$ cat src/logic/serial_switch_consts.svh
// constant values shared by the secure ic serial switch files
`ifndef SERIAL_SWITCH_CONSTS_SVH
`define SERIAL_SWITCH_CONSTS_SVH
// =====================================================================
// route codes
`define TX_ROUTE_NONE 2'h0
`define TX_ROUTE_CODER 2'h1
`define TX_ROUTE_NFCF 2'h2
`define TX_ROUTE_MILLER 2'h3
`define RX_ROUTE_DEMOD 1'h0
`define RX_ROUTE_SECURE 1'h1
`define CLK_SEL_OSC 1'h0
`define CLK_SEL_FIELD 1'h1
// =====================================================================
// timing in carrier cycles
`define HALF_BIT_212 6'h20
`define FILTER_DEPTH_DEF 4
`define LOCK_EDGES_DEF 16
`define RATE_424_MAX 8'h18
`define RATE_212_MAX 8'h30
`define RATE_106 2'h0
`define RATE_212 2'h1
`define RATE_424 2'h2
`endif

$ cat src/logic/serial_switch_pkg.sv
// types shared by the secure ic serial switch modules
`default_nettype none
`include "serial_switch_consts.svh"
package serial_switch_pkg;
  // =====================================================================
  // configuration and results
  typedef struct packed {
    logic [1:0] txRouteSelect;
    logic rxRouteSelect;
    logic driverMixSel;
    logic loadModExternal;
    logic auxClockPinEnable;
    logic secureClockSel;
    logic receiverOff;
    logic modeDetectDisable;
  } switchCfg_t;

  typedef struct packed {
    logic locked;
    logic syncSeen;
    logic [1:0] rate;
  } modeResult_t;

  // =====================================================================
  // link states, one-hot
  typedef enum logic [2:0] {
    ST_IDLE = 3'h1,
    ST_PREAMBLE = 3'h2,
    ST_RELAY = 3'h4
  } linkState_t;

  typedef struct packed {
    logic [1:0] oscSync;
    logic [1:0] fieldClkSync;
    logic [1:0] fieldDetSync;
    logic [1:0] demodSync;
    logic [1:0] rxSync;
    logic carrierLevel;
    logic rxSampled;
    logic prevFilt;
    linkState_t link;
    logic [5:0] preCnt;
    logic preHalf;
    logic secureTxOut;
    logic antennaDriveA;
    logic antennaDriveB;
    logic loadModOut;
    logic auxSecureClockPin;
    logic decoderOut;
    logic wiredNfcFReady;
    logic preambleActive;
  } switchState_t;

  typedef struct packed {
    logic [7:0] cnt;
    logic [7:0] minW;
    logic [4:0] edges;
    logic prev;
    modeResult_t res;
  } detState_t;

  typedef struct packed {
    logic [3:0] cnt;
    logic dout;
  } filtState_t;
endpackage
`default_nettype wire

$ cat src/logic/spike_filter.sv
// spike filter for the demodulated or wired coder stream, sampled on carrier rising edges
`default_nettype none
`include "serial_switch_consts.svh"
module spike_filter #(
  parameter int DEPTH = `FILTER_DEPTH_DEF
) (
  input wire logic clk,
  input wire logic nrst,
  input wire logic sampleEn,
  input wire logic din,
  output logic dout
);
  import serial_switch_pkg::*;
  filtState_t st, next_st;

  // depth must fit the counter and stay well under one bit
  if (DEPTH < 1 || DEPTH > 15) begin : gDepthCheck
    $error("spike_filter DEPTH out of range");
  end

  // =====================================================================
  // level must hold DEPTH carrier edges before the output follows
  always_comb begin
    next_st = st;
    if (sampleEn) begin
      if (din == st.dout) begin
        next_st.cnt = 4'h0;
      end else if (st.cnt == 4'(DEPTH - 1)) begin
        next_st.cnt = 4'h0;
        next_st.dout = din;
      end else begin
        next_st.cnt = st.cnt + 4'h1;
      end
    end
  end

  always_ff @(posedge clk or negedge nrst) begin
    if (!nrst) begin
      st <= '0;
    end else begin
      st <= next_st;
    end
  end

  assign dout = st.dout;

  AST_FILT_ON_EDGE: assert property (@(posedge clk) disable iff (!nrst)
    (st.dout != $past(st.dout)) |-> $past(sampleEn))
    else $error("filtered data moved without a carrier edge");
endmodule
`default_nettype wire

$ cat src/logic/mode_detector.sv
// data mode detector: rate lock and sync detection on the receive stream
`default_nettype none
`include "serial_switch_consts.svh"
module mode_detector #(
  parameter int LOCK_EDGES = `LOCK_EDGES_DEF
) (
  input wire logic clk,
  input wire logic nrst,
  input wire logic enable,
  input wire logic fieldPresent,
  input wire logic carrierRise,
  input wire logic dataIn,
  output serial_switch_pkg::modeResult_t result
);
  import serial_switch_pkg::*;
  detState_t st, next_st;
  logic [8:0] twiceW;
  logic [9:0] triMin;

  if (LOCK_EDGES < 2 || LOCK_EDGES > 31) begin : gLockCheck
    $error("mode_detector LOCK_EDGES out of range");
  end

  // shortest interval tells the rate; 106k is the iso 14443a scheme
  function automatic logic [1:0] rateOf(input logic [7:0] w);
    rateOf = (w < `RATE_424_MAX) ? `RATE_424 : (w < `RATE_212_MAX) ? `RATE_212 : `RATE_106;
  endfunction

  // =====================================================================
  // interval measurement between data edges, in carrier cycles
  always_comb begin
    next_st = st;
    twiceW = {st.cnt, 1'b0};
    triMin = 10'(st.minW) * 10'h3;
    if (!enable || !fieldPresent) begin
      next_st = '0;
      next_st.minW = 8'hff;
    end else if (carrierRise) begin
      next_st.cnt = (st.cnt == 8'hff) ? st.cnt : st.cnt + 8'h1;
      if (dataIn != st.prev) begin
        next_st.prev = dataIn;
        next_st.cnt = 8'h1;
        if (!st.res.locked) begin
          next_st.edges = st.edges + 5'h1;
          // the first edge has no earlier edge, so its count is no interval
          if (st.edges != 5'h0 && st.cnt < st.minW) begin
            next_st.minW = st.cnt;
          end
          if (st.edges == 5'(LOCK_EDGES - 1)) begin
            next_st.res.locked = 1'b1;
            next_st.res.rate = rateOf(st.minW);
          end
        end else if (10'(twiceW) >= triMin) begin
          // a full-bit interval after the all-zero preamble marks sync
          next_st.res.syncSeen = 1'b1;
        end
      end
    end
  end

  always_ff @(posedge clk or negedge nrst) begin
    if (!nrst) begin
      st <= '0;
    end else begin
      st <= next_st;
    end
  end

  assign result = st.res;

  AST_DET_CLEAR: assert property (@(posedge clk) disable iff (!nrst)
    (!fieldPresent || !enable) |=> !result.locked && !result.syncSeen)
    else $error("mode detector not cleared while idle");
endmodule
`default_nettype wire

$ cat src/logic/secure_ic_serial_switch.sv
// serial data switch between coder logic, antenna front end and secure ic
//
// Behaviour
// Switch routes coder/decoder signals to antenna side or secure ic pins.
// Secure input takes fast signalling; output carries any coder rate.
// Load modulation normally on antenna drivers, optionally on external pin.
// Driver mix set: secure input and coder both drive antenna.
// Secure ic sends digital NFC-F or ISO 14443A signal on input.
// Wired card: internal oscillator clocks link, device drives output line.
// Virtual card: output and clock derived from external reader field.
// NFC-F output is carrier xor filtered demodulated data; in wired mode the filter is fed coderIn instead.
// Demodulated data filtered against spikes, delay under one bit.
// Filtered data changes only on carrier rising edge.
// NFC-F card emulation sends 212k preamble once field detected.
// With detector on, received-rate data follows only after sync.
// Secure element return synchronous to output bit clock, modulo four.
// NFC-F wired card needs receiver off set.
// NFC-F secure response passes straight to antenna driver.
// Aux pin carries carrier clock when its enable is set.
// Secure input and output share one clock.
// Mode detector recognises scheme and rate, prepares receiver.
// Detector runs only during anticollision, cleared without field.
// Detect disable keeps detector off during anticollision.
// ISO 14443A route sends Miller signal, expects Manchester return.
// No output route selected: secure output held low.
`default_nettype none
`include "serial_switch_consts.svh"
module secure_ic_serial_switch #(
  parameter int FILTER_DEPTH = `FILTER_DEPTH_DEF,
  parameter int LOCK_EDGES = `LOCK_EDGES_DEF
) (
  input wire logic clk,
  input wire logic nrst,
  input wire logic oscClkIn,
  input wire logic fieldClkIn,
  input wire logic rfFieldDetected,
  input wire logic autoCollActive,
  input wire logic demodIn,
  input wire logic coderIn,
  input wire logic millerIn,
  input wire logic secureRxIn,
  input wire serial_switch_pkg::switchCfg_t cfg,
  output logic secureTxOut,
  output logic antennaDriveA,
  output logic antennaDriveB,
  output logic loadModOut,
  output logic auxSecureClockPin,
  output logic decoderOut,
  output logic wiredNfcFReady,
  output logic preambleActive,
  output serial_switch_pkg::modeResult_t modeResult
);
  import serial_switch_pkg::*;

  switchState_t st, next_st;
  logic selClk;
  logic carrierRise;
  logic fieldOn;
  logic wiredMode;
  logic nfcfVirtual;
  logic detEnable;
  logic filtIn;
  logic filtered;
  logic filtEdge;
  logic nfcfData;
  logic driveSrc;

  // =====================================================================
  // helper blocks
  // filter and detector both step on carrier rising edges only
  spike_filter #(
    .DEPTH(FILTER_DEPTH)
  ) uFilter (
    .clk(clk),
    .nrst(nrst),
    .sampleEn(carrierRise),
    .din(filtIn),
    .dout(filtered)
  );

  mode_detector #(
    .LOCK_EDGES(LOCK_EDGES)
  ) uDetector (
    .clk(clk),
    .nrst(nrst),
    .enable(detEnable),
    .fieldPresent(fieldOn),
    .carrierRise(carrierRise),
    .dataIn(filtered),
    .result(modeResult)
  );

  // =====================================================================
  // clock source and mode decode
  always_comb begin
    // wired card uses the oscillator, virtual card the field clock
    selClk = (cfg.secureClockSel == `CLK_SEL_FIELD) ? st.fieldClkSync[1] : st.oscSync[1];
    carrierRise = selClk & ~st.carrierLevel;
    fieldOn = st.fieldDetSync[1];
    wiredMode = (cfg.secureClockSel == `CLK_SEL_OSC);
    nfcfVirtual = (cfg.txRouteSelect == `TX_ROUTE_NFCF) && !wiredMode;
    detEnable = autoCollActive & ~cfg.modeDetectDisable;
    // wired card feeds the host coder, virtual card the demodulator
    filtIn = wiredMode ? coderIn : st.demodSync[1];
    filtEdge = filtered ^ st.prevFilt;
  end

  // =====================================================================
  // next state
  always_comb begin
    next_st = st;

    // two-stage synchronisers for both foreign clocks and the field detect, demod and secure input pins
    next_st.oscSync = {st.oscSync[0], oscClkIn};
    next_st.fieldClkSync = {st.fieldClkSync[0], fieldClkIn};
    next_st.fieldDetSync = {st.fieldDetSync[0], rfFieldDetected};
    next_st.demodSync = {st.demodSync[0], demodIn};
    next_st.rxSync = {st.rxSync[0], secureRxIn};
    next_st.carrierLevel = selClk;
    next_st.prevFilt = filtered;

    // secure input sampled by the same carrier that clocks the output
    if (carrierRise) begin
      next_st.rxSampled = st.rxSync[1];
    end

    // card emulation link sequence
    case (st.link)
      ST_IDLE: begin
        next_st.preCnt = 6'h0;
        next_st.preHalf = 1'b0;
        if (nfcfVirtual && fieldOn) begin
          next_st.link = ST_PREAMBLE;
        end
      end
      ST_PREAMBLE: begin
        if (!nfcfVirtual || !fieldOn) begin
          next_st.link = ST_IDLE;
        end else begin
          // zero bits at 212k: one half-bit toggle per 32 carrier cycles
          if (carrierRise) begin
            if (st.preCnt == 6'(`HALF_BIT_212 - 6'h1)) begin
              next_st.preCnt = 6'h0;
              next_st.preHalf = ~st.preHalf;
            end else begin
              next_st.preCnt = st.preCnt + 6'h1;
            end
          end
          // detector on: wait for sync; off: go on first received edge
          if (detEnable ? modeResult.syncSeen : filtEdge) begin
            next_st.link = ST_RELAY;
          end
        end
      end
      ST_RELAY: begin
        if (!nfcfVirtual || !fieldOn) begin
          next_st.link = ST_IDLE;
        end
      end
      default: begin
        next_st.link = ST_IDLE;
      end
    endcase
    next_st.preambleActive = (next_st.link == ST_PREAMBLE);

    // NFC-F data: preamble, relayed demod, or wired coder stream
    if (st.link == ST_PREAMBLE) begin
      nfcfData = st.preHalf;
    end else if (wiredMode || st.link == ST_RELAY) begin
      nfcfData = filtered;
    end else begin
      nfcfData = 1'b0;
    end

    // secure output routing
    case (cfg.txRouteSelect)
      `TX_ROUTE_NONE: begin
        next_st.secureTxOut = 1'b0;
      end
      `TX_ROUTE_CODER: begin
        next_st.secureTxOut = coderIn;
      end
      `TX_ROUTE_NFCF: begin
        next_st.secureTxOut = st.carrierLevel ^ nfcfData;
      end
      `TX_ROUTE_MILLER: begin
        next_st.secureTxOut = millerIn;
      end
      default: begin
        next_st.secureTxOut = 1'b0;
      end
    endcase

    // antenna driver source: coder, secure response, or both mixed
    if (cfg.driverMixSel) begin
      driveSrc = coderIn | st.rxSampled;
    end else if (cfg.rxRouteSelect == `RX_ROUTE_SECURE) begin
      driveSrc = st.rxSampled;
    end else begin
      driveSrc = coderIn;
    end

    // external load modulation takes the source off the drivers
    if (cfg.loadModExternal) begin
      next_st.loadModOut = driveSrc;
      next_st.antennaDriveA = 1'b0;
      next_st.antennaDriveB = 1'b0;
    end else begin
      next_st.loadModOut = 1'b0;
      next_st.antennaDriveA = driveSrc;
      next_st.antennaDriveB = driveSrc;
    end

    // decoder input: secure return, or demodulator gated by receiver off
    if (cfg.rxRouteSelect == `RX_ROUTE_SECURE) begin
      next_st.decoderOut = st.rxSampled;
    end else if (cfg.receiverOff) begin
      next_st.decoderOut = 1'b0;
    end else begin
      next_st.decoderOut = st.demodSync[1];
    end

    // wired NFC-F is only usable with the receiver switched off
    next_st.wiredNfcFReady = wiredMode && (cfg.txRouteSelect == `TX_ROUTE_NFCF) &&
      cfg.receiverOff;

    // aux pin mirrors the selected carrier
    next_st.auxSecureClockPin = cfg.auxClockPinEnable & st.carrierLevel;
  end

  // =====================================================================
  // state register
  always_ff @(posedge clk or negedge nrst) begin
    if (!nrst) begin
      st <= '0;
      st.link <= ST_IDLE;
    end else begin
      st <= next_st;
    end
  end

  // outputs straight from the state flops
  assign secureTxOut = st.secureTxOut;
  assign antennaDriveA = st.antennaDriveA;
  assign antennaDriveB = st.antennaDriveB;
  assign loadModOut = st.loadModOut;
  assign auxSecureClockPin = st.auxSecureClockPin;
  assign decoderOut = st.decoderOut;
  assign wiredNfcFReady = st.wiredNfcFReady;
  assign preambleActive = st.preambleActive;

  // =====================================================================
  // checks
  AST_TX_QUIET: assert property (@(posedge clk) disable iff (!nrst)
    (cfg.txRouteSelect == `TX_ROUTE_NONE) |=> !secureTxOut)
    else $error("secure output active with no route");

  AST_MILLER_ROUTE: assert property (@(posedge clk) disable iff (!nrst)
    (cfg.txRouteSelect == `TX_ROUTE_MILLER) |=> (secureTxOut == $past(millerIn)))
    else $error("miller route not on secure output");

  AST_AUX_OFF: assert property (@(posedge clk) disable iff (!nrst)
    (!cfg.auxClockPinEnable ##1 !cfg.auxClockPinEnable) |=> !auxSecureClockPin)
    else $error("aux clock pin toggles while disabled");

  AST_RCV_OFF: assert property (@(posedge clk) disable iff (!nrst)
    (cfg.rxRouteSelect == `RX_ROUTE_DEMOD && cfg.receiverOff) |=> !decoderOut)
    else $error("decoder fed while receiver off");

  AST_MIX: assert property (@(posedge clk) disable iff (!nrst)
    (cfg.driverMixSel && !cfg.loadModExternal && (coderIn || st.rxSampled))
      |=> antennaDriveA && antennaDriveB)
    else $error("mixed driver source lost");

  AST_LOADMOD: assert property (@(posedge clk) disable iff (!nrst)
    cfg.loadModExternal |=> !antennaDriveA && !antennaDriveB)
    else $error("antenna driven during external load modulation");

  AST_PRE_START: assert property (@(posedge clk) disable iff (!nrst)
    (st.link == ST_IDLE && nfcfVirtual && fieldOn) |=> preambleActive)
    else $error("preamble not started on field");

  AST_NO_FIELD: assert property (@(posedge clk) disable iff (!nrst)
    !fieldOn |=> (st.link == ST_IDLE))
    else $error("link active without field");

  AST_WAIT_SYNC: assert property (@(posedge clk) disable iff (!nrst)
    (st.link == ST_PREAMBLE && detEnable && !modeResult.syncSeen) |=> (st.link != ST_RELAY))
    else $error("relay started before sync");

  AST_PRE_RATE: assert property (@(posedge clk) disable iff (!nrst)
    (st.link == ST_PREAMBLE && carrierRise && st.preCnt != 6'(`HALF_BIT_212 - 6'h1))
      |=> $stable(st.preHalf))
    else $error("preamble half bit too short");

  AST_CODER_ROUTE: assert property (@(posedge clk) disable iff (!nrst)
    (cfg.txRouteSelect == `TX_ROUTE_CODER) |=> (secureTxOut == $past(coderIn)))
    else $error("coder route not on secure output");

  AST_WIRED_XOR: assert property (@(posedge clk) disable iff (!nrst)
    (cfg.txRouteSelect == `TX_ROUTE_NFCF && wiredMode && st.link == ST_IDLE)
      |=> (secureTxOut == ($past(st.carrierLevel) ^ $past(filtered))))
    else $error("wired output is not carrier xor filtered data");

  AST_PRE_SHAPE: assert property (@(posedge clk) disable iff (!nrst)
    (cfg.txRouteSelect == `TX_ROUTE_NFCF && st.link == ST_PREAMBLE)
      |=> (secureTxOut == ($past(st.carrierLevel) ^ $past(st.preHalf))))
    else $error("preamble not carried on secure output");

  AST_RELAY_DATA: assert property (@(posedge clk) disable iff (!nrst)
    (cfg.txRouteSelect == `TX_ROUTE_NFCF && st.link == ST_RELAY)
      |=> (secureTxOut == ($past(st.carrierLevel) ^ $past(filtered))))
    else $error("relayed data not carried on secure output");

  AST_AUX_ON: assert property (@(posedge clk) disable iff (!nrst)
    cfg.auxClockPinEnable |=> (auxSecureClockPin == $past(st.carrierLevel)))
    else $error("aux pin does not follow the carrier");

  AST_DRIVE_PAIR: assert property (@(posedge clk) disable iff (!nrst)
    antennaDriveA == antennaDriveB)
    else $error("antenna driver pair split");

  AST_LOADMOD_OFF: assert property (@(posedge clk) disable iff (!nrst)
    !cfg.loadModExternal |=> !loadModOut)
    else $error("load modulation pin active while internal");

  AST_SECURE_RESP: assert property (@(posedge clk) disable iff (!nrst)
    (!cfg.driverMixSel && cfg.rxRouteSelect == `RX_ROUTE_SECURE && !cfg.loadModExternal)
      |=> (antennaDriveA == $past(st.rxSampled)))
    else $error("secure response not on antenna drivers");

  AST_RX_SAMPLE: assert property (@(posedge clk) disable iff (!nrst)
    !carrierRise |=> $stable(st.rxSampled))
    else $error("secure input sampled off the carrier edge");

  AST_READY: assert property (@(posedge clk) disable iff (!nrst)
    wiredNfcFReady |-> $past(cfg.receiverOff))
    else $error("wired ready without receiver off");

  AST_DECODER_RX: assert property (@(posedge clk) disable iff (!nrst)
    (cfg.rxRouteSelect == `RX_ROUTE_SECURE) |=> (decoderOut == $past(st.rxSampled)))
    else $error("secure return not on decoder");
endmodule
`default_nettype wire

$ cat config.mk
export PLATFORM = sky130hd
export DESIGN_NAME = secure_ic_serial_switch
export DESIGN_NICKNAME = d
export VERILOG_FILES = /design/src/logic/serial_switch_pkg.sv /design/src/logic/spike_filter.sv /design/src/logic/mode_detector.sv /design/src/logic/secure_ic_serial_switch.sv
export VERILOG_INCLUDE_DIRS = /design/src /design/src/logic
export SDC_FILE = /design/constraint.sdc
export NUM_CORES = 1
export LEC_CHECK = 0
export ABC_AREA = 1
export CAP_MARGIN = 20
export CORE_MARGIN = 1.5
export CORE_UTILIZATION = 60
export CTS_BUF_LIST = sky130_fd_sc_hd__clkbuf_8
export DETAILED_ROUTE_END_ITERATION = 10
export DONT_BUFFER_PORTS = 1
export PLACE_DENSITY_LB_ADDON = 0.15
export SYNTH_ARGS = -nofsm -noshare
export SYNTH_HDL_FRONTEND = slang
export SYNTH_HIERARCHICAL = 1
export SYNTH_SLANG_ARGS = --single-unit
$ cat constraint.sdc
create_clock -name clk -period 2.4 [get_ports clk]
set_clock_uncertainty 0.2 [all_clocks]
set_input_delay 0.48 -clock clk [delete_from_list [all_inputs] [get_ports clk]]
set_output_delay 0.48 -clock clk [all_outputs]
set_load 0.005 [all_outputs]
# Word level (Yosys, flattened, before mapping)
# Index checks and enable logic that the tools add are counted.
[totals]
ff_bits = 62
[op_classes]
addsub = 4
n_mul = 1
order_cmp = 4
eq_ne = 18
mux = 37
bitwise_logic = 11
reduce_logical = 29
[ops]
columns = ["operator", "count"]
rows = [
  ["$mux W26", 3],
  ["$mux W8", 2],
  ["$reduce_and A4 Y1", 4],
  ["$mux W1", 15],
  ["$mux W3", 5],
  ["$mux W7", 2],
  ["$pmux W7 S2", 1],
  ["$reduce_bool A2 Y1", 7],
  ["$mux W13", 1],
  ["$ge A9 B10 Y1", 1],
  ["$mul A8 B2 Y10 const B", 1],
  ["$pmux W3 S3", 1],
  ["$reduce_and A3 Y1", 3],
  ["$add A8 B1 Y8 const B", 1],
  ["$eq A8 B8 Y1 const B", 1],
  ["$lt A8 B5 Y1 const B", 1],
  ["$lt A8 B6 Y1 const B", 1],
  ["$lt A8 B8 Y1", 1],
  ["$mux W4", 2],
  ["$ne A2 B2 Y1 const B", 4],
  ["$add A6 B1 Y6 const B", 1],
  ["$eq A3 B2 Y1 const B", 2],
  ["$eq A6 B5 Y1 const B", 1],
  ["$mux W2", 3],
  ["other kinds (23)", 40],
]

# Depth between registers and ports, before layout
# Gate-level depths: netlist of run 1.
[depth]
ltp_word = 8
mapped_depth = 19
ltp_nobuf = 19

# Modules after synthesis
# The synthesis of run 1 kept the hierarchy.
[modules_own_cells]
columns = ["mod", "n_inst", "cells_each", "area_each_um2", "seq_area_each_um2"]
rows = [
  ["mode_detector", 1, 265, 2182.1, 650.6],
  ["secure_ic_serial_switch", 1, 136, 1286.2, 752.0],
  ["spike_filter", 1, 41, 289.0, 125.1],
]

# Worst setup path after synthesis of run 1
# No wires, ideal clock.
[synth_path]
path_kind = "register to register"
start = "register uDetector/st[11] (netlist bit)"
end = "register uDetector.st (netlist bit uDetector/result[2])"
t_arrival_ns = 2.298
required_ns = 2.084
setup_slack_ns = -0.214
path_stages_with_launch = 19
cell_sequence = "dfrtp_1 ha_1 inv_1 fa_1 o21ai_1 xor2_1 ha_1 nand2_1 inv_1 a21oi_1 nand2_1 nand2_1 nand2_1 nand2_1 nand2_1 nand2_1 nand2_1 nand3_1 nand2_1"
[synth_between]
elab_chain_cells = 4
[synth_rtl]
columns = ["element", "line", "source"]
rows = [
  ["start, declared", "mode_detector.sv:16", "detState_t st, next_st;"],
  ["start signal, assigned", "mode_detector.sv:65", "st <= next_st;"],
  ["$mul A8 B2 Y10", "mode_detector.sv:34", "triMin = 10'(st.minW) * 10'h3;"],
  ["$ge A9 B10 Y1", "mode_detector.sv:53", "end else if (10'(twiceW) >= triMin) begin"],
  ["$reduce_bool A2 Y1 (no source line)", "--", ""],
  ["$reduce_and A4 Y1 (no source line)", "--", ""],
]
# No other way between the ends.
# A chain may end at the register's enable or synchronous reset.

# Worst setup path after layout of run 1
# Same ends and word-level chain as after synthesis.

==> impl_metrics.yaml, run 1 <==
run_status:
  status: "finished, violations left"
  violations: "negative setup slack"
logic_synthesis:
  synth_xor_area_share_pct: 2.56
  synth_nets: 494
  yosysTopAreaCell: "dfrtp_1"
  synth.top_cell.area_share_pct: 40.0
  ys_seq_area_share_pct: 40.7
  synth_edf_count: 0
  synth_common_cells: "nand2_1, dfrtp_1, inv_1"
  postSynthCellCount: 442
  netlist_area_um2: 3760
  yosys.area_share.simple_pct: 23.0
  synth_compound_area_share_pct: 13.5
  synth_fa_ha_area_share_pct: 11.2
  ys_ff_latch: 61
  ys_types: 39
  syn_area_per_cell_um2: 8.50
  synthMuxAreaShare_pct: 0
  synth.most_common_cell: "nand2_1"
  synth_top_family_by_area: "simple AND/OR/NAND/NOR gates"
  yosys-top-cells-area: "dfrtp_1, ha_1, nand2_1"
  ys.flop_type: "dfrtp_1"
  async_flop_share_pct: 100
  ys_warn_count: 6
sta:
  rsz0062_at_grt: "true"
  finalWorstSetupSlack_ps: -321
  maxSlewViolCount: 0
  min_period_ps: 2720
  min_period_over_period_pct: 113
  hold_viol: 0
  worst_pin_slew_ps: 382
  max-slew-margin-rel_pct: 74.5
  setup_viol: 1
  timing.fmax_mhz: 367
die:
  ios: 31
  die_y_um: 82.1
  core_area_um2: 5990
  rows: 28
  dieArea_um2: 6750
  start_util_pct: 62.7
  die_w_um: 82.1
route:
  drc: 0
  drtAntennaViolNets: 0
  dr.first_iter.drc_count: 247
  num_vias: 2945
  vias_per_cell: 5.31
  wl_per_cell_um: 13.7
  drt_wl_total_mm: 7.59
  drtPass1Iterations: 5
placed_design:
  io_buffers: 0
  gp_congestion: 0.844
  place_area_um2: 3920
  place_inst: 526
  place_hpwl_mm: 5.30
setup_path:
  crit_type: "reg -> reg"
  worstPathRequired_ps: 2470
  setup.worst_path.start_class: "flip-flop"
  cp.arrival_ps: 2790
  crit_fanout: 3
  end_kind: "flip-flop"
pwr:
  power_density_nw_per_um2: 779
  peakVddDrop_mv: 0.536
  p_leak_nw: 2.15
global_routing:
  grt_max_degree: 62
  grtUsageTotal_pct: 24.5
  grt_antenna_before_repair: 0
  grt_pass1_wl_mm: 12.3
  grt_overflow_total: 0
  first_global_vias: 2737
clock_network:
  htreeDepth: 3
  cts_buffers: 9
  ctsRootBufferMaster: "clkbuf_8"
  worstSkewPairLatency_ps: 340
  clockBufferDepth: 2
  clock-sinks: 61
  path_clk_slew_ps: 80
  tritoncts: "done"
cells_and_area:
  fin_nets: 527
  drive_gt1_share_pct: 22.1
  diodes: 0
  area_delta_synth_final_pct: 15.6
  layoutNonFillerInstCount: 555
  design_area_um2: 4340
  nFillCells: 452
flow_run:
  maxCapViolCount: 0
min_path:
  hold_class: "in -> reg"
-- final timing paths --
check,start,endpoint,slack (ps),depth (start not counted)
setup / recovery,uDetector/st[11]$_DFFE_PN0P_,uDetector/result[2]$_DFFE_PN0P_,-320,19
hold / removal,cfg[3],auxSecureClockPin$_DFF_PN0_,50,2
setup reg to reg,uDetector/st[11]$_DFFE_PN0P_,uDetector/result[2]$_DFFE_PN0P_,-320,19
hold reg to reg,next_st[22]$_DFF_PN0_,st[22]$_DFF_PN0_,140,0
max in group asynchronous,nrst,st[15]$_DFF_PN1_,1230,2
min in group asynchronous,nrst,uDetector/st[18]$_DFFE_PN0P_,480,2
-- metrics by stage --
stage          total power [mW]  util, %  setup TNS [ps]  worst slack (ps)  hold slack [ps]
3_5_place_dp               2.24     65.5            -296              -296            -13.9
5_1_grt                    3.61     72.5            -467              -467             39.0
3_3_place_gp               2.20     65.5            -162              -162            -13.8
6_report                   3.38     72.5            -321              -321             47.4
2_1_floorplan              1.96        -            -118              -118            -15.6
4_1_cts                    3.35     71.7            -292              -292             26.8
-- timing repair --
| action | CTS | global route |
|---|---|---|
| setup buffers | 2 | 1 |
| setup endpoints to repair | 1 | 1 |
| pin swaps | 6 | 10 |
| gates resized for setup | 6 | 6 |
| endpoints found under the hold margin | 68 | 0 |
| hold buffers | 10 | 0 |
-- cell type report --
cell class | instances | area (um2) | share of cell area, %
multi-input cells | 302 | 1950 | 45.0
flip-flops and latches | 61 | 1530 | 35.2
repair buffers | 32 | 283 | 6.51
inverters | 69 | 264 | 6.08
clock buffers | 9 | 124 | 2.85
clock inverters | 7 | 97.6 | 2.25
well taps | 75 | 93.8 | 2.16
-- metal layers --
| layer | global-route usage [%] | vias to the layer above | wire [um] |
|---|---|---|---|
| li1 | - | 1509 | - |
| met1 | 33.0 | 1381 | 3560 |
| met2 | 39.3 | 51 | 3670 |
| met3 | 3.96 | 4 | 279 |
| met4 | 10.5 | 0 | 76 |
| met5 | 0 | - | 0 |
-- cells in the final DEF (no fill, tap or decap), types with 2 or more instances in the layout --
cell,instances
a21oi_1,28
a21oi_2,2
a31o_2,2
buf_4,22
bufinv_16,2
clkbuf_8,9
clkinvlp_4,2
dfrtp_1,60
dlygate4sd3_1,9
ha_1,29
ha_4,2
inv_1,54
inv_2,13
inv_4,2
nand2_1,93
nand2_2,8
nand2_4,2
nand3_1,24
nand3_2,5
nand3b_1,2
nand4_1,7
nor2_1,18
nor2_2,4
nor2_4,3
nor2_8,2
nor3_1,5
nor3_2,2
o211ai_1,3
o21a_1,3
o21ai_0,9
o21ai_1,16
o21ai_2,12
or2_2,2
xor2_1,10
-- critical path, stage by stage (launching register included) --
cell and delay (ps):
dfrtp_1 370, ha_2 200, inv_2 40, fa_2 360
o21ai_4 150, xor2_1 190, ha_1 290, nand2_2 110
inv_2 50, a21oi_2 140, nand2_1 70, nand2_1 60
nand2_1 50, nand2_1 50, nand2_1 40, nand2_1 60
nand2_2 60, nand2_1 50, nand2_1 40, nand2_1 50
-- cells by family (layout without fill, tap and decap cells) --
family | after synthesis | count (layout)
buffers and inverters | 79 | 117
flip-flops | 61 | 61
AO/OA/AOI/OAI | 80 | 80
adder cells (fa/ha/maj) | 33 | 33
AND/OR/NAND/NOR | 178 | 178
XOR/XNOR | 11 | 11
-- state kept, by name (all words and copies together), names as in the netlist --
name and count:
preambleActive 1, wiredNfcFReady 1, antennaDriveA 1, uDetector/result 4, secureTxOut 1, loadModOut 1, uFilter/dout 1, fieldOn 1
st 17, decoderOut 1, uFilter/st 4, uDetector/st 22, auxSecureClockPin 1, next_st 5
-- report_power, final --
group | internal, mW | switching, mW | total [mW]
Sequential | 1.13 | 0.102 | 1.23
Clock | 0.587 | 0.425 | 1.01
Combinational | 0.487 | 0.647 | 1.13
Total | 2.21 | 1.17 | 3.38
Power figures use the tool's default switching activity.
==> run 2, diff against run 1 <==
--- a/config.mk
+++ b/config.mk
@@ -8,6 +8,7 @@
 export LEC_CHECK = 0
 export ABC_AREA = 1
 export CAP_MARGIN = 20
+export CORE_ASPECT_RATIO = 1.1
 export CORE_MARGIN = 1.5
 export CORE_UTILIZATION = 60
 export CTS_BUF_LIST = sky130_fd_sc_hd__clkbuf_8
==> run 2 against run 1 <==
  * The run still ends with negative setup slack left
  * Utilization decreased by 2.5 points
  * Worst setup slack improved by 110 ps
  * Sequential share of layout area up 0.49 points
  * Non-clock buffer count stayed put
  * Combinational power fell by 6%
  * Sequential power about the same
  * Hold slack worse by 11 ps
  * Clock-buffer cell count did not move
  * Flip-flop and latch count unchanged
  * Register-to-register slack improved by 110 ps
  * Clock power down 9%
  * Critical path type unchanged
  * Largest cell class unchanged
==> impl_metrics.yaml, run 2 (synthesis results as in run 1) <==
run_status:
  status: "finished, violations left"
  violations: "negative setup slack"
cells_and_area:
  top_register: "uDetector/st"
  fin_nets: 527
  area_delta_synth_final_pct: 14.0
  nFillCells: 446
  drive_gt1_share_pct: 20.4
  layout_common_cells: "nand2_1, dfrtp_1, inv_1"
  layout_commonest_cell: "nand2_1"
  largest_register_ffs: 22
  diodes: 0
die:
  die_y_um: 86.0
  start_util_pct: 61.4
  dieArea_um2: 6750
  ios: 31
  core_area_um2: 6120
  die_w_um: 78.5
  rows: 30
pwr:
  p_leak_nw: 2.14
  power_density_nw_per_um2: 750
  total_power_mw: 3.21
  peakVddDrop_mv: 0.469
clock_network:
  tritoncts: "done"
  ctsRootBufferMaster: "clkbuf_8"
  cts_buffers: 9
  htreeDepth: 3
  path_clk_slew_ps: 80
  worstSkewPairLatency_ps: 340
  clockBufferDepth: 2
  clock-sinks: 61
global_routing:
  top_usage_layer: "met2"
  grt.met1_usage_pct: 28.7
  grt_antenna_before_repair: 0
  first_global_vias: 2850
  grt_max_degree: 62
  grtUsageTotal_pct: 23.7
  grt_pass1_wl_mm: 12.5
  gr-usage-met3_pct: 5.21
  grt_overflow_total: 0
  use_met2_pct: 41.3
setup_path:
  crit_fanout: 3
  cp.arrival_ps: 2680
  r2r_cells: 19
  r2r-start: "uDetector/st[11]$_DFFE_PN0P_"
  crit_type: "reg -> reg"
  end_kind: "flip-flop"
  worstSetupStartpoint: "uDetector/st[11]$_DFFE_PN0P_"
  worstPathRequired_ps: 2480
  r2r-end: "uDetector/result[2]$_DFFE_PN0P_"
  setup.worst_path.start_class: "flip-flop"
  reg2reg_slack_ps: -210
placed_design:
  place_hpwl_mm: 5.47
  gp_congestion: 0.937
  io_buffers: 0
min_path:
  whs_path_depth: 1
  hold_class: "in -> reg"
  hold_start: "cfg[6]"
  holdPathEnd: "decoderOut$_DFF_PN0_"
sta:
  maxSlewViolCount: 0
  setup_viol: 1
  min_period_ps: 2610
  fin_tns_setup_ps: -207
  worst_pin_slew_ps: 351
  min_period_over_period_pct: 109
  finalWorstSetupSlack_ps: -207
  hold_viol: 0
  timing.fmax_mhz: 384
  max-slew-margin-rel_pct: 76.6
  rsz0062_at_grt: "true"
route:
  num_vias: 2989
  drtAntennaViolNets: 0
  drt_wl_total_mm: 7.55
  wl_per_cell_um: 13.5
  drtPass1Iterations: 4
  dr.first_iter.drc_count: 146
  drc: 0
  vias_per_cell: 5.34
flow_run:
  maxCapViolCount: 0
==> run 2: cell count changes in the layout (fill, tap and decap cells not counted), sizes merged <==
cell,previous run,this run
bufinv,2,1
clkinv,2,3
clkinvlp,2,1
inv,70,71
==> run 2: final cells by class <==
class	count	area [um2]	area share, %
clock inverter	7	73.8	1.72
sequential	61	1530	35.7
timing repair buffer	32	283	6.60
inverter	69	264	6.17
multi-input combinational	302	1910	44.6
tap	80	100	2.34
clock buffer	9	124	2.89
==> run 2: what timing repair did <==
item / CTS / global route
pin swaps: 0 / 1
resized for setup: 2 / 2
endpoints found under the setup margin: 1 / 1
buffers inserted: 0 / 1
hold buffers: 10 / 0
endpoints found under the hold margin: 68 / 0
==> run 2: how the worst max path moves through the flow <==
stage | end | slack, ps | depth (start not counted)
floorplan | uDetector/result[2]$_DFFE_PN0P_ | -120 | 18
global placement | uDetector/result[2]$_DFFE_PN0P_ | -130 | 18
detailed placement | uDetector/result[2]$_DFFE_PN0P_ | -190 | 18
CTS | uDetector/result[2]$_DFFE_PN0P_ | -210 | 19
global route | uDetector/result[2]$_DFFE_PN0P_ | -400 | 19
finish | uDetector/result[2]$_DFFE_PN0P_ | -210 | 19
==> run 2: metrics by stage <==
step / util, % / std cells / hold WS, ps / cell area (um2) / setup WS (ps)
6_report: 70.0 / 560 / 36.6 / 4280 / -207
5_1_grt: 70.0 / 560 / 49.4 / 4280 / -401
4_1_cts: 69.7 / 559 / 27.1 / 4260 / -210
3_5_place_dp: 64.5 / 533 / -14.0 / 3940 / -195
3_3_place_gp: 64.5 / 533 / -13.9 / 3940 / -128
2_1_floorplan: - / 442 / -15.6 / 3770 / -118
==> run 2: power by group <==
group          switching [mW]  internal, mW  total, mW  leakage [nW]
clock                   0.438         0.484      0.922         0.100
combinational           0.606         0.451       1.06          1.27
sequential             0.0986          1.13       1.23         0.772
==> run 2: critical path, stage by stage (launching register included) <==
cell	delay, ps
dfrtp_1	370
ha_2	200
inv_2	40
fa_2	360
o21ai_4	160
xor2_1	160
ha_1	260
nand2_1	90
inv_1	50
a21oi_2	120
nand2_1	50
nand2_1	60
nand2_1	50
nand2_1	60
nand2_1	40
nand2_1	50
nand2_1	60
nand2_1	60
nand2_1	50
nand2_1	50
==> run 2: layer usage <==
layer | wire [um] | vias up
met5 | 0 | -
met4 | 123 | 0
met3 | 281 | 13
met2 | 3790 | 56
met1 | 3360 | 1418
li1 | - | 1502
